### src/rtl/fsc_pkg.sv
// package: constants, field layouts and types for the fault and sleep controller
package fsc_pkg;
    // register byte offsets on the wishbone slave
    localparam int FSC_ADR_W = 8;
    localparam logic [7:0] FSC_OFS_SEVERE = 8'h00;
    localparam logic [7:0] FSC_OFS_PROT = 8'h04;
    localparam logic [7:0] FSC_OFS_BUSERR = 8'h08;
    localparam logic [7:0] FSC_OFS_MISUSE = 8'h0C;
    localparam logic [7:0] FSC_OFS_PROT_ADDR = 8'h10;
    localparam logic [7:0] FSC_OFS_BUS_ADDR = 8'h14;
    localparam logic [7:0] FSC_OFS_SLEEP_CTRL = 8'h18;
    localparam logic [7:0] FSC_OFS_FAULT_PRIO = 8'h1C;
    localparam logic [7:0] FSC_OFS_HANDLER_EN = 8'h20;
    localparam logic [7:0] FSC_OFS_STATE = 8'h24;

    // severe_fault_cause_reg fields
    localparam int FSC_SEV_VECTOR_READ_ERROR_FLAG = 0;
    localparam int FSC_SEV_ESC = 1;
    // protection_fault_cause_reg fields: fetch, data, push, pop
    localparam int FSC_PROT_N = 4;
    localparam int FSC_PROT_FETCH = 0;
    // bus_error_cause_reg fields: push, pop, prefetch, precise, deferred
    localparam int FSC_BUS_N = 5;
    localparam int FSC_BUS_PUSH = 0;
    localparam int FSC_BUS_DEFER = 4;
    // misuse_fault_cause_reg fields: coproc, opcode, state, return, align, divisor
    localparam int FSC_USE_N = 6;
    // system_sleep_control_reg fields
    localparam int FSC_SC_DEEP = 0;
    localparam int FSC_SC_AFTER = 1;
    localparam int FSC_SC_PEND = 2;
    // fault_priority_reg: three-bit fields for protection, bus, misuse
    localparam int FSC_PRIO_W = 3;
    localparam int FSC_PRIO_PROT = 0;
    localparam int FSC_PRIO_BUS = 3;
    localparam int FSC_PRIO_USE = 6;
    // handler_enable_reg fields
    localparam int FSC_EN_PROT = 0;
    localparam int FSC_EN_BUS = 1;
    localparam int FSC_EN_USE = 2;
    // state register fields
    localparam int FSC_ST_LOCK = 0;
    localparam int FSC_ST_SLEEP = 1;
    localparam int FSC_ST_EVENT = 2;

    // executing priority: 0..7 for a configurable handler, this code for thread mode
    localparam logic [3:0] FSC_THREAD_PRIO = 4'h8;

    // reset values
    localparam logic [2:0] FSC_RST_SLEEP_CTRL = 3'h0;
    localparam logic [8:0] FSC_RST_PRIO = 9'h000;
    localparam logic [2:0] FSC_RST_EN = 3'h0;

    typedef enum logic [1:0] {
        FSC_CLS_HARD = 2'b00,
        FSC_CLS_PROT = 2'b01,
        FSC_CLS_BUS = 2'b10,
        FSC_CLS_USE = 2'b11
    } fsc_class_t;

    typedef enum logic [1:0] {
        FSC_RUN = 2'b00,
        FSC_SLEEP_INT = 2'b01,
        FSC_SLEEP_EVT = 2'b10,
        FSC_LOCKED = 2'b11
    } fsc_state_t;
endpackage : fsc_pkg

### src/rtl/fsc_class_if.sv
// interface: fault requests into the classifier and its decision back out
`timescale 1ns/10ps
interface fsc_class_if;
    import fsc_pkg::*;
    logic vector_read_error_flag_err;
    logic [FSC_PROT_N-1:0] prot_err;
    logic [FSC_BUS_N-1:0] bus_err;
    logic [FSC_USE_N-1:0] use_err;
    logic [8:0] prio;
    logic [2:0] enable;
    logic [3:0] exec_prio;
    logic bus_entry_push;
    logic nmi_active;
    logic hard_active;
    logic take;
    fsc_class_t cls;
    logic escalated;
    logic lockup_req;
    modport top (
        output vector_read_error_flag_err, prot_err, bus_err, use_err, prio, enable, exec_prio,
        output bus_entry_push, nmi_active, hard_active,
        input take, cls, escalated, lockup_req
    );
    modport cls_end (
        input vector_read_error_flag_err, prot_err, bus_err, use_err, prio, enable, exec_prio,
        input bus_entry_push, nmi_active, hard_active,
        output take, cls, escalated, lockup_req
    );
endinterface : fsc_class_if

### src/rtl/fsc_classify.sv
// module: sorts a fault into its class and decides escalation and lockup
`timescale 1ns/10ps
module fsc_classify
    import fsc_pkg::*;
(
    fsc_class_if.cls_end c
);
    logic prot_any;
    logic bus_any;
    logic use_any;
    logic [2:0] new_prio;
    logic new_en;
    logic busy_fixed;
    logic no_preempt;
    logic push_exempt;

    function automatic logic [2:0] prio_of(input logic [8:0] p, input fsc_class_t k);
        unique case (k)
            FSC_CLS_PROT: prio_of = p[FSC_PRIO_PROT +: FSC_PRIO_W];
            FSC_CLS_BUS: prio_of = p[FSC_PRIO_BUS +: FSC_PRIO_W];
            FSC_CLS_USE: prio_of = p[FSC_PRIO_USE +: FSC_PRIO_W];
            FSC_CLS_HARD: prio_of = 3'h0;
        endcase
    endfunction : prio_of

    always_comb begin
        prot_any = |c.prot_err;
        bus_any = |c.bus_err;
        use_any = |c.use_err;
        // simultaneous faults: the most severe class is taken, all flags still record
        if (c.vector_read_error_flag_err) begin
            c.cls = FSC_CLS_HARD;
        end else if (prot_any) begin
            c.cls = FSC_CLS_PROT;
        end else if (bus_any) begin
            c.cls = FSC_CLS_BUS;
        end else begin
            c.cls = FSC_CLS_USE;
        end
        new_prio = prio_of(c.prio, c.cls);
        unique case (c.cls)
            FSC_CLS_PROT: new_en = c.enable[FSC_EN_PROT];
            FSC_CLS_BUS: new_en = c.enable[FSC_EN_BUS];
            FSC_CLS_USE: new_en = c.enable[FSC_EN_USE];
            FSC_CLS_HARD: new_en = 1'b1;
        endcase
        busy_fixed = c.nmi_active | c.hard_active;
        // same or lower urgency than the running handler cannot preempt it
        no_preempt = busy_fixed | ({1'b0, new_prio} >= c.exec_prio);
        // a bus error pushing the bus fault frame runs the handler anyway
        push_exempt = (c.cls == FSC_CLS_BUS) & c.bus_err[FSC_BUS_PUSH] & c.bus_entry_push;
        c.take = c.vector_read_error_flag_err | prot_any | bus_any | use_any;
        c.escalated = c.take & (c.cls != FSC_CLS_HARD) & ~push_exempt
                      & (~new_en | no_preempt);
        // hard fault preempts all but nmi and another hard fault
        c.lockup_req = c.take & ((c.cls == FSC_CLS_HARD) | c.escalated) & busy_fixed;
    end
endmodule : fsc_classify

### src/rtl/fsc_top.sv
// module: fault status, escalation, lockup and sleep control with wishbone registers
`timescale 1ns/10ps
module fsc_top
    import fsc_pkg::*;
(
    // clock and reset
    input wire logic clk_i,
    input wire logic rst_i,
    // wishbone slave
    input wire logic wb_cyc_i,
    input wire logic wb_stb_i,
    input wire logic wb_we_i,
    input wire logic [FSC_ADR_W-1:0] wb_adr_i,
    input wire logic [3:0] wb_sel_i,
    input wire logic [31:0] wb_dat_i,
    output logic [31:0] wb_dat_o,
    output logic wb_ack_o,
    // fault sources, one-cycle pulses
    input wire logic vector_read_error_flag_err_i,
    input wire logic [FSC_PROT_N-1:0] prot_err_i,
    input wire logic no_execute_fetch_i,
    input wire logic [31:0] prot_addr_i,
    input wire logic [FSC_BUS_N-1:0] bus_err_i,
    input wire logic [31:0] bus_addr_i,
    input wire logic [FSC_USE_N-1:0] use_err_i,
    // execution context
    input wire logic [3:0] exec_prio_i,
    input wire logic bus_entry_push_i,
    input wire logic nmi_active_i,
    input wire logic hard_active_i,
    input wire logic nmi_i,
    input wire logic debug_halt_i,
    // instructions and interrupt controller
    input wire logic wait_interrupt_instr_i,
    input wire logic wait_event_instr_i,
    input wire logic send_event_instr_i,
    input wire logic exit_to_thread_i,
    input wire logic entry_able_i,
    input wire logic new_pending_i,
    input wire logic interrupt_mask_bit_i,
    input wire logic fault_mask_bit_i,
    // fault decision
    output logic fault_take_o,
    output fsc_class_t fault_class_o,
    // core state
    output logic lockup_o,
    output logic issue_stop_o,
    output logic defer_handler_o,
    // power control
    output logic cpu_clk_gate_o,
    output logic sys_clk_stop_o,
    output logic pll_off_o,
    output logic flash_off_o
);
    fsc_class_if cif ();

    logic req;
    logic rd_take;
    logic wr_en;
    logic ack_q;
    logic [31:0] rdat_q;
    logic [31:0] rd_mux;
    logic [1:0] severe_q;
    logic [FSC_PROT_N-1:0] prot_q;
    logic [FSC_BUS_N-1:0] buserr_q;
    logic [FSC_USE_N-1:0] misuse_q;
    logic [31:0] prot_addr_q;
    logic [31:0] bus_addr_q;
    logic [2:0] sleep_ctrl_q;
    logic [8:0] prio_q;
    logic [2:0] enable_q;
    logic [FSC_PROT_N-1:0] prot_evt;
    logic [31:0] wmask;
    logic [31:0] sc_merged;
    logic [31:0] prio_merged;
    logic [31:0] en_merged;
    logic event_q;
    logic lock_nmi_q;
    logic defer_q;
    fsc_state_t state_q;
    logic sleeping;

    // byte lanes of a write turned into a bit mask
    function automatic logic [31:0] lane_mask(input logic [3:0] sel);
        lane_mask = {{8{sel[3]}}, {8{sel[2]}}, {8{sel[1]}}, {8{sel[0]}}};
    endfunction : lane_mask

    function automatic logic [31:0] merge(input logic [31:0] old, input logic [31:0] nw,
                                          input logic [31:0] m);
        merge = (old & ~m) | (nw & m);
    endfunction : merge

    // wishbone: the request is acknowledged one cycle after it appears
    assign req = wb_cyc_i & wb_stb_i;
    assign rd_take = req & ~ack_q;
    assign wr_en = req & wb_we_i & ack_q;
    assign wmask = lane_mask(wb_sel_i);
    assign sc_merged = merge({29'h0, sleep_ctrl_q}, wb_dat_i, wmask);
    assign prio_merged = merge({23'h0, prio_q}, wb_dat_i, wmask);
    assign en_merged = merge({29'h0, enable_q}, wb_dat_i, wmask);
    assign wb_ack_o = ack_q;
    assign wb_dat_o = rdat_q;

    always_ff @(posedge clk_i) begin
        if (rst_i) begin
            ack_q <= 1'b0;
        end else begin
            ack_q <= rd_take;
        end
    end

    always_comb begin
        rd_mux = 32'h0000_0000;
        unique case (wb_adr_i)
            FSC_OFS_SEVERE: rd_mux[1:0] = severe_q;
            FSC_OFS_PROT: rd_mux[FSC_PROT_N-1:0] = prot_q;
            FSC_OFS_BUSERR: rd_mux[FSC_BUS_N-1:0] = buserr_q;
            FSC_OFS_MISUSE: rd_mux[FSC_USE_N-1:0] = misuse_q;
            FSC_OFS_PROT_ADDR: rd_mux = prot_addr_q;
            FSC_OFS_BUS_ADDR: rd_mux = bus_addr_q;
            FSC_OFS_SLEEP_CTRL: rd_mux[2:0] = sleep_ctrl_q;
            FSC_OFS_FAULT_PRIO: rd_mux[8:0] = prio_q;
            FSC_OFS_HANDLER_EN: rd_mux[2:0] = enable_q;
            // the event latch is deliberately not visible here
            FSC_OFS_STATE: rd_mux[FSC_ST_SLEEP:FSC_ST_LOCK] = {sleeping, lockup_o};
            default: rd_mux = 32'h0000_0000;
        endcase
    end

    always_ff @(posedge clk_i) begin
        if (rst_i) begin
            rdat_q <= 32'h0000_0000;
        end else if (rd_take) begin
            rdat_q <= rd_mux;
        end
    end

    // fault classification
    assign prot_evt = prot_err_i | {{(FSC_PROT_N-1){1'b0}}, no_execute_fetch_i};
    assign cif.vector_read_error_flag_err = vector_read_error_flag_err_i;
    assign cif.prot_err = prot_evt;
    assign cif.bus_err = bus_err_i;
    assign cif.use_err = use_err_i;
    assign cif.prio = prio_q;
    assign cif.enable = enable_q;
    assign cif.exec_prio = exec_prio_i;
    assign cif.bus_entry_push = bus_entry_push_i;
    assign cif.nmi_active = nmi_active_i;
    assign cif.hard_active = hard_active_i;

    fsc_classify u_classify (
        .c(cif)
    );

    always_ff @(posedge clk_i) begin
        if (rst_i) begin
            fault_take_o <= 1'b0;
            fault_class_o <= FSC_CLS_HARD;
        end else begin
            fault_take_o <= cif.take;
            fault_class_o <= cif.escalated ? FSC_CLS_HARD : cif.cls;
        end
    end

    // sticky cause flags, write one to clear; a new event beats a clear
    always_ff @(posedge clk_i) begin
        if (rst_i) begin
            severe_q <= 2'b00;
            prot_q <= '0;
            buserr_q <= '0;
            misuse_q <= '0;
        end else begin
            severe_q[FSC_SEV_VECTOR_READ_ERROR_FLAG] <= (severe_q[FSC_SEV_VECTOR_READ_ERROR_FLAG]
                & ~(wr_en && wb_adr_i == FSC_OFS_SEVERE
                    && wb_dat_i[FSC_SEV_VECTOR_READ_ERROR_FLAG] && wmask[FSC_SEV_VECTOR_READ_ERROR_FLAG]))
                | vector_read_error_flag_err_i;
            severe_q[FSC_SEV_ESC] <= (severe_q[FSC_SEV_ESC]
                & ~(wr_en && wb_adr_i == FSC_OFS_SEVERE
                    && wb_dat_i[FSC_SEV_ESC] && wmask[FSC_SEV_ESC]))
                | cif.escalated;
            prot_q <= (prot_q & ~((wr_en && wb_adr_i == FSC_OFS_PROT) ?
                       wb_dat_i[FSC_PROT_N-1:0] & wmask[FSC_PROT_N-1:0] : '0))
                      | prot_evt;
            buserr_q <= (buserr_q & ~((wr_en && wb_adr_i == FSC_OFS_BUSERR) ?
                         wb_dat_i[FSC_BUS_N-1:0] & wmask[FSC_BUS_N-1:0] : '0))
                        | bus_err_i;
            misuse_q <= (misuse_q & ~((wr_en && wb_adr_i == FSC_OFS_MISUSE) ?
                         wb_dat_i[FSC_USE_N-1:0] & wmask[FSC_USE_N-1:0] : '0))
                        | use_err_i;
        end
    end

    // the severe flags clear only on a one in the data, like the others
    // address capture: a deferred data error carries no address, so it is not captured
    always_ff @(posedge clk_i) begin
        if (rst_i) begin
            prot_addr_q <= 32'h0000_0000;
            bus_addr_q <= 32'h0000_0000;
        end else begin
            if (|prot_evt) begin
                prot_addr_q <= prot_addr_i;
            end
            if (|bus_err_i[FSC_BUS_DEFER-1:0]) begin
                bus_addr_q <= bus_addr_i;
            end
        end
    end

    // software configuration registers
    always_ff @(posedge clk_i) begin
        if (rst_i) begin
            sleep_ctrl_q <= FSC_RST_SLEEP_CTRL;
            prio_q <= FSC_RST_PRIO;
            enable_q <= FSC_RST_EN;
        end else if (wr_en) begin
            if (wb_adr_i == FSC_OFS_SLEEP_CTRL) begin
                sleep_ctrl_q <= sc_merged[2:0];
            end
            if (wb_adr_i == FSC_OFS_FAULT_PRIO) begin
                prio_q <= prio_merged[8:0];
            end
            if (wb_adr_i == FSC_OFS_HANDLER_EN) begin
                enable_q <= en_merged[2:0];
            end
        end
    end

    // event latch: send-event and wake-on-pending set it, a sleepless wait clears it
    always_ff @(posedge clk_i) begin
        if (rst_i) begin
            event_q <= 1'b0;
        end else if (send_event_instr_i) begin
            event_q <= 1'b1;
        end else if (sleep_ctrl_q[FSC_SC_PEND] && new_pending_i) begin
            event_q <= 1'b1;
        end else if (state_q == FSC_RUN && wait_event_instr_i) begin
            event_q <= 1'b0;
        end
    end

    // core state: run, the two sleeps and lockup
    always_ff @(posedge clk_i) begin
        if (rst_i) begin
            state_q <= FSC_RUN;
            lock_nmi_q <= 1'b0;
            defer_q <= 1'b0;
        end else begin
            unique case (state_q)
                FSC_RUN: begin
                    if (cif.lockup_req) begin
                        state_q <= FSC_LOCKED;
                        lock_nmi_q <= nmi_active_i;
                    end else if (wait_interrupt_instr_i && !entry_able_i) begin
                        state_q <= FSC_SLEEP_INT;
                    end else if (wait_event_instr_i && !event_q && !send_event_instr_i) begin
                        state_q <= FSC_SLEEP_EVT;
                    end else if (exit_to_thread_i && sleep_ctrl_q[FSC_SC_AFTER]) begin
                        state_q <= FSC_SLEEP_INT;
                    end
                    if (defer_q && !interrupt_mask_bit_i) begin
                        defer_q <= 1'b0;
                    end
                end
                FSC_SLEEP_INT: begin
                    if (entry_able_i) begin
                        state_q <= FSC_RUN;
                        defer_q <= interrupt_mask_bit_i & ~fault_mask_bit_i;
                    end
                end
                FSC_SLEEP_EVT: begin
                    if (entry_able_i || (sleep_ctrl_q[FSC_SC_PEND] && new_pending_i)) begin
                        state_q <= FSC_RUN;
                    end
                end
                FSC_LOCKED: begin
                    // only a debug halt or a usable nmi ends lockup short of reset
                    if (debug_halt_i || (nmi_i && !lock_nmi_q)) begin
                        state_q <= FSC_RUN;
                        lock_nmi_q <= 1'b0;
                    end
                end
            endcase
        end
    end

    assign sleeping = (state_q == FSC_SLEEP_INT) || (state_q == FSC_SLEEP_EVT);
    assign lockup_o = (state_q == FSC_LOCKED);
    assign issue_stop_o = sleeping | lockup_o;
    assign defer_handler_o = defer_q;

    // light sleep gates only the cpu clock; deep sleep takes everything down
    always_ff @(posedge clk_i) begin
        if (rst_i) begin
            cpu_clk_gate_o <= 1'b0;
            sys_clk_stop_o <= 1'b0;
            pll_off_o <= 1'b0;
            flash_off_o <= 1'b0;
        end else begin
            cpu_clk_gate_o <= sleeping;
            sys_clk_stop_o <= sleeping & sleep_ctrl_q[FSC_SC_DEEP];
            pll_off_o <= sleeping & sleep_ctrl_q[FSC_SC_DEEP];
            flash_off_o <= sleeping & sleep_ctrl_q[FSC_SC_DEEP];
        end
    end
endmodule : fsc_top

### config.mk
export PLATFORM = sky130hd
export DESIGN_NAME = fsc_top
export DESIGN_NICKNAME = d
export VERILOG_FILES = /design/src/rtl/fsc_pkg.sv /design/src/rtl/fsc_class_if.sv /design/src/rtl/fsc_classify.sv /design/src/rtl/fsc_top.sv
export SDC_FILE = /design/constraint.sdc
export NUM_CORES = 1
export LEC_CHECK = 0
export ABC_AREA = 0
export BUFFER_PORTS_ARGS = -buffer_cell sky130_fd_sc_hd__clkbuf_2
export CORE_UTILIZATION = 47
export DETAILED_ROUTE_END_ITERATION = 10
export GPL_TIMING_DRIVEN = 1
export PLACE_DENSITY = 0.77
export SYNTH_ARGS = -nofsm -noshare
export SYNTH_HDL_FRONTEND = slang
export SYNTH_HIERARCHICAL = 1
export SYNTH_SLANG_ARGS = --single-unit
### constraint.sdc
create_clock -name clk_i -period 3 [get_ports clk_i]
set_clock_uncertainty 0.15 [all_clocks]
set_input_delay 0.45 -clock clk_i [delete_from_list [all_inputs] [get_ports clk_i]]
set_output_delay 0.45 -clock clk_i [all_outputs]
set_load 0.05 [all_outputs]
After elaboration in Yosys (flattened, before gate mapping)
Index checks and enable logic that the tools add are counted.

Output and inout bits: 43. Register bits: 139. Input port bits: 147. Logic and storage cells: 167.

Reduce and logical (&&, ||, !) cells: 42. Bitwise logic cells: 52. Multiplexer cells: 32. $lt $le $gt $ge: 1. Equal/unequal tests: 21.

Operators by type and width (count): $pmux W23 S2 (1); $eq A8 B5 Y1 const B (4); $pmux W2 S10 (1); $and A9 B9 Y9 (2); $mux W2 (9); $eq A8 B4 Y1 const B (2); $eq A8 B6 Y1 const B (2); $logic_and A1 B1 Y1 (16); $and A1 B1 Y1 (15); $and A6 B6 Y6 (2); $pmux W3 S4 (1); $and A5 B5 Y5 (2); $or A1 B1 Y1 (10); $not A9 Y9 (1); $or A9 B9 Y9 (1); $pmux W3 S3 (1); $and A4 B4 Y4 (2); $eq A2 B2 Y1 const B (4); $eq A8 B3 Y1 const B (1); $logic_not A8 Y1 (1); $mux W1 (8); $pmux W1 S4 (2); $pmux W1 S8 (1); $pmux W2 S4 (1); 33 further kinds (58).

Logic depth before layout (Yosys ltp)
Word-level depth: 15. Mapped depth: 12. Depth with buffers taken out: 12.

Cells and area by module
Netlist, hierarchy kept.

By module, submodules not included: fsc_top (times used 1, seq. area each 2782.7 sq um, cells each 706, area an instance 5952.0 sq um); fsc_classify (times used 1, seq. area each 0.0 sq um, cells each 42, area an instance 291.5 sq um).

Worst setup path before layout
OpenSTA, ideal clock, no wires.

Path kind: input -> register. Start point: input bus_err_i[0]. End point: register severe_q[1]. Setup time: 70 ps. Path buffers: 1. Path slack: 67 ps. Required time: 2780 ps. Arrival time: 2713 ps. Stages: 12. Cells stage by stage: nor4_1 and2_1 buf_6 mux2i_1 a211o_2 ha_1 nor2b_1 o21ai_0 a211oi_1 a2111oi_1 inv_1 a21oi_1.

Longest elaborated chain between the ends: 11. Elaborated cells between the ends (all ways): 24. Classes of those cells: order compare: 1; eq/ne: 3; mux: 5; bitwise: 12; reduce/logical: 3.

Ends and longest elaborated chain: start, declared (RTL line fsc_top.sv:23) `input wire logic [FSC_BUS_N-1:0] bus_err_i,`; $reduce_or A5 Y1 (RTL line fsc_classify.sv:28) `bus_any = |c.bus_err;`; $mux W1 (RTL line fsc_classify.sv:35) `end else if (bus_any) begin`; $mux W2 (RTL line fsc_classify.sv:33) `end else if (prot_any) begin`; $mux W2 (RTL line fsc_classify.sv:31) `if (c.vector_read_error_flag_err) begin`; $eq A2 B2 Y1 (tied with other cells) (RTL line fsc_classify.sv:18, fsc_classify.sv:41); $pmux W3 S4 / $and A1 B1 Y1 (equally long branches) (RTL line fsc_classify.sv:18, fsc_classify.sv:51); $ge A3 B4 Y1 / $and A1 B1 Y1 (equally long branches) (RTL line fsc_classify.sv:49, fsc_classify.sv:51); $or A1 B1 Y1 / $not A1 Y1 (equally long branches) (RTL line fsc_classify.sv:49, fsc_classify.sv:53); $or A1 B1 Y1 / $and A1 B1 Y1 (equally long branches) (RTL line fsc_classify.sv:54, fsc_classify.sv:53); $and A1 B1 Y1 * (RTL line fsc_classify.sv:54) `& (~new_en | no_preempt);`; net cif.escalated (RTL line fsc_class_if.sv:17) `logic escalated;`; $or A1 B1 Y1 * (RTL line fsc_top.sv:180) `| cif.escalated;`; end signal, assigned by index (RTL line fsc_top.sv:173) `severe_q[FSC_SEV_VECTOR_READ_ERROR_FLAG] <= (severe_q[FSC_SEV_VECTOR_READ_ERROR_FLAG]`; end signal, assigned by index (RTL line fsc_top.sv:177) `severe_q[FSC_SEV_ESC] <= (severe_q[FSC_SEV_ESC]`; end, declared (RTL line fsc_top.sv:63) `logic [1:0] severe_q;`.

Mark *: on every way through the listed nets, which the timed path passes. The rest lies on a longest branch. A chain may end at the register's enable or synchronous reset.

Worst setup path after layout
Same ends and word-level chain as after synthesis.

==> flow_summary.ini <==
[status]
outcome = finished, final reports clean

[global_routing]
global_route.peak_usage_layer = met2
antenna_violations_before_repair = 0
grt.total_usage = 0.2727
grt.met2_usage = 0.4333
grt_start_max_net_pins = 66
grt_pass1_vias = 5676
grt.met1_usage = 0.3555
grtUsageMet3 = 0.05767
global_route.overflow_total = 0
grt_first_pass_wirelength_mm = 28.23

[cts]
clk-insertion-delay-late_ns = 0.42
cts-htree-levels = 4
clock-root-buffer = clkbuf_16
cts_sinks = 139
clkTransAtPathRegs_ns = 0.06
cts.hold.buffers_added = 0
cts_buffers = 17
ctsLongestPathBuffers = 2
tritoncts_clock_tree = built

[detailed_routing]
routed_wirelength_mm = 17.94
detail_route.first_pass.iterations = 6
number_of_drc_violations_after_detailed_routing_iteration_0 = 547
routed_wl_per_cell_um = 16.52
post-route-drc-count = 0
route.detailed.vias_per_inst = 5.530
route.vias.total = 6006
antenna_left = 0

[finish]
post_layout_nonfiller_instances = 1086
final_nets = 1057
finalInstanceArea_mm2 = 0.007807
final_common_cell = clkbuf_2
final_cell_mix = clkbuf_2, nand2_1, dfxtp_1, a21oi_1, nor2_1
area_growth_syn_to_layout_pct = 25.05
final_core_util = 0.6112
antenna-diode-count = 0
fraction_of_final_layout_cells_with_drive_strength_greater_than_1 = 0.2637

[logic_synthesis]
number_of_enable_flip_flop_cells_after_synthesis = 0
synthesis.area_mm2 = 0.006243
synthFlopType = dfxtp_1
yosysSeqAreaShare = 0.4457
synthesis.instances = 748
synth-seq-cells = 139
mappedNetlistNets = 903
yosys_warnings = 6
syn-mean-instance-area_um2 = 8.347
synth.lib_cells_used.distinct = 64
fraction_of_registers_with_async_set_or_reset_after_synthesis = 0

[worst_setup_path]
critical_path.endpoint_type = register
timing.critical_path.from = bus_err_i[0]
worstSetupPathType = in -> reg
critical_path_arrival_ns = 3.04
reg2reg_slack_ns = 0.59
setup.worst_path.start_class = primary input
timing.critical_path.fanout_max = 4
timing.reg2reg.worst_path_depth = 10
critical_path_required_ns = 3.20
r2r_end = severe_q[1]
cp-endpoint = severe_q[1]

[timing]
final_hold_violation_count = 0
finalSetupViolations = 0
slew_viol_final = 0
rsz0062_at_grt = no
max-slew-margin-rel = 0.5629
shortest_period_the_worst_path_allows_ns = 2.842
timing.final.crit_share = 0.9472
max_slew.worst_pin.slew_ns = 0.6557
max_clock_freq_ghz = 0.3519

[die]
floorplan.io_pins = 190
design.die.area_mm2 = 0.01375
initial_standard_cell_utilization_of_the_core = 0.4888
row_count = 41
core_region_area_mm2 = 0.01277
die_height_um = 117.3
fp.dieW_um = 117.3

[pwr]
leakage_nw = 3.568
power.density_cell_area_mw_per_mm2 = 592.9
vdd.ir_drop.worst_mv = 0.3422

[placed_design]
place.port_buffers = 164
dpl.cell_count = 1055
routabilityCongestion = 0.9175
placed_cell_area_mm2 = 0.007248
final_hpwl_dp_mm = 12.43

[hold_path]
holdCritPathClass = in -> reg

[run]
max_cap_violations = 0
==> synthesized netlist by cell type (2+ instances only) <==
cell,instances,area [um2]
nor4_1,7,43.79
dfxtp_1,139,2783
nand4_1,7,43.79
ha_1,8,100.1
nor3_1,4,20.02
buf_2,7,35.03
o2bb2ai_1,2,17.52
a311oi_1,3,26.28
a22o_1,25,219.0
a21o_1,3,22.52
nand4b_1,3,26.28
buf_6,2,22.52
nand2_1,143,536.8
nor2b_1,7,43.79
a31o_2,2,17.52
nand2b_1,2,12.51
buf_4,2,15.01
a32oi_1,5,43.79
nor4b_1,2,17.52
nor2_1,62,232.7
clkbuf_1,39,146.4
inv_1,28,105.1
nand3_1,7,35.03
a22oi_1,27,202.7
a2bb2oi_1,4,35.03
and4_1,3,26.28
a211oi_1,4,30.03
nor3b_1,5,37.54
o21ai_0,24,120.1
buf_1,4,15.01
and2_1,4,25.02
and4b_1,2,20.02
and3_1,3,18.77
a221oi_1,2,17.52
a211o_1,3,26.28
nor4_4,2,42.54
a21oi_1,92,460.4
or3_1,2,12.51
mux2_2,10,112.6
mux2i_1,24,240.2
==> area by class of cell <==
class	instances	area, um2
sequential	139	2783
tap	172	215.2
timing repair buffer	189	1011
inverter	28	105.1
fill	1144	4966
clock inverter	7	65.06
clock buffer	24	491.7
multi-input combinational	527	3137
==> routing by layer <==
layer | vias to the layer above | wire (um)
met2 | 252 | 8194
li1 | 2949 | -
met3 | 32 | 1383
met1 | 2773 | 7933
met4 | 0 | 427
met5 | - | 0
==> worst min path at each step <==
stage	start	to	slack (ns)	cells after the start
2_1_floorplan	prot_addr_q[3]	prot_addr_q[3]	0.28	2
3_5_place_dp	prot_addr_q[3]	prot_addr_q[3]	0.29	2
5_1_grt	bus_addr_i[11]	bus_addr_q[11]	0.1	3
4_1_cts	prot_addr_i[11]	prot_addr_q[11]	0.09	3
6_report	use_err_i[2]	misuse_q[2]	0.11	3
3_3_place_gp	prot_addr_q[3]	prot_addr_q[3]	0.29	2
==> through the flow <==
stage | hold WS (ns) | total power [mW] | setup TNS, ns | setup WS [ns]
4_1_cts | 0.09011 | 4.650 | 0 | 0.1536
5_1_grt | 0.09825 | 4.825 | 0 | 0.01505
6_report | 0.1057 | 4.629 | 0 | 0.1585
3_3_place_gp | 0.2864 | 2.668 | -0.4190 | -0.1422
2_1_floorplan | 0.2770 | 2.456 | 0 | 0.06671
3_5_place_dp | 0.2916 | 2.679 | -0.8245 | -0.2806
==> worst max-delay path: stages <==
cell and delay, ns:
clkbuf_2 0.09, nor4_1 0.42, and2_2 0.29, mux2i_1 0.10, a211o_2 0.34, ha_1 0.28, nor2b_1 0.04, o21ai_0 0.21
a211oi_1 0.11, a2111oi_1 0.37, buf_4 0.19, inv_1 0.04, a21oi_1 0.10
==> cell families (layout without fill, tap and decap cells) <==
logic type	count (synthesis)	after routing	synth area share
muxes	34	34	0.05651
xor gates and xnor gates	1	1	0.001403
buffers and inverters	82	248	0.05431
and+or+nand+nor	276	276	0.2110
DFF	139	139	0.4457
AOI/OAI and AO/OA	208	208	0.2150
adders and majority gates	8	8	0.01603
==> where the power goes <==
part / internal, mW / total (mW) / switching, mW / leakage, nW
logic: 0.257 / 0.651 / 0.394 / 2.15
registers: 1.94 / 2.00 / 0.0551 / 1.14
clock network: 1.22 / 1.98 / 0.762 / 0.272
total: 3.42 / 4.63 / 1.21 / 3.57
==> timing repair <==
action / in CTS / in global routing
setup buffers: 0 / 0
resized for setup: 0 / 2
endpoints found under the setup margin: 0 / 3
Note: power is estimated with default switching activity, not from simulation.
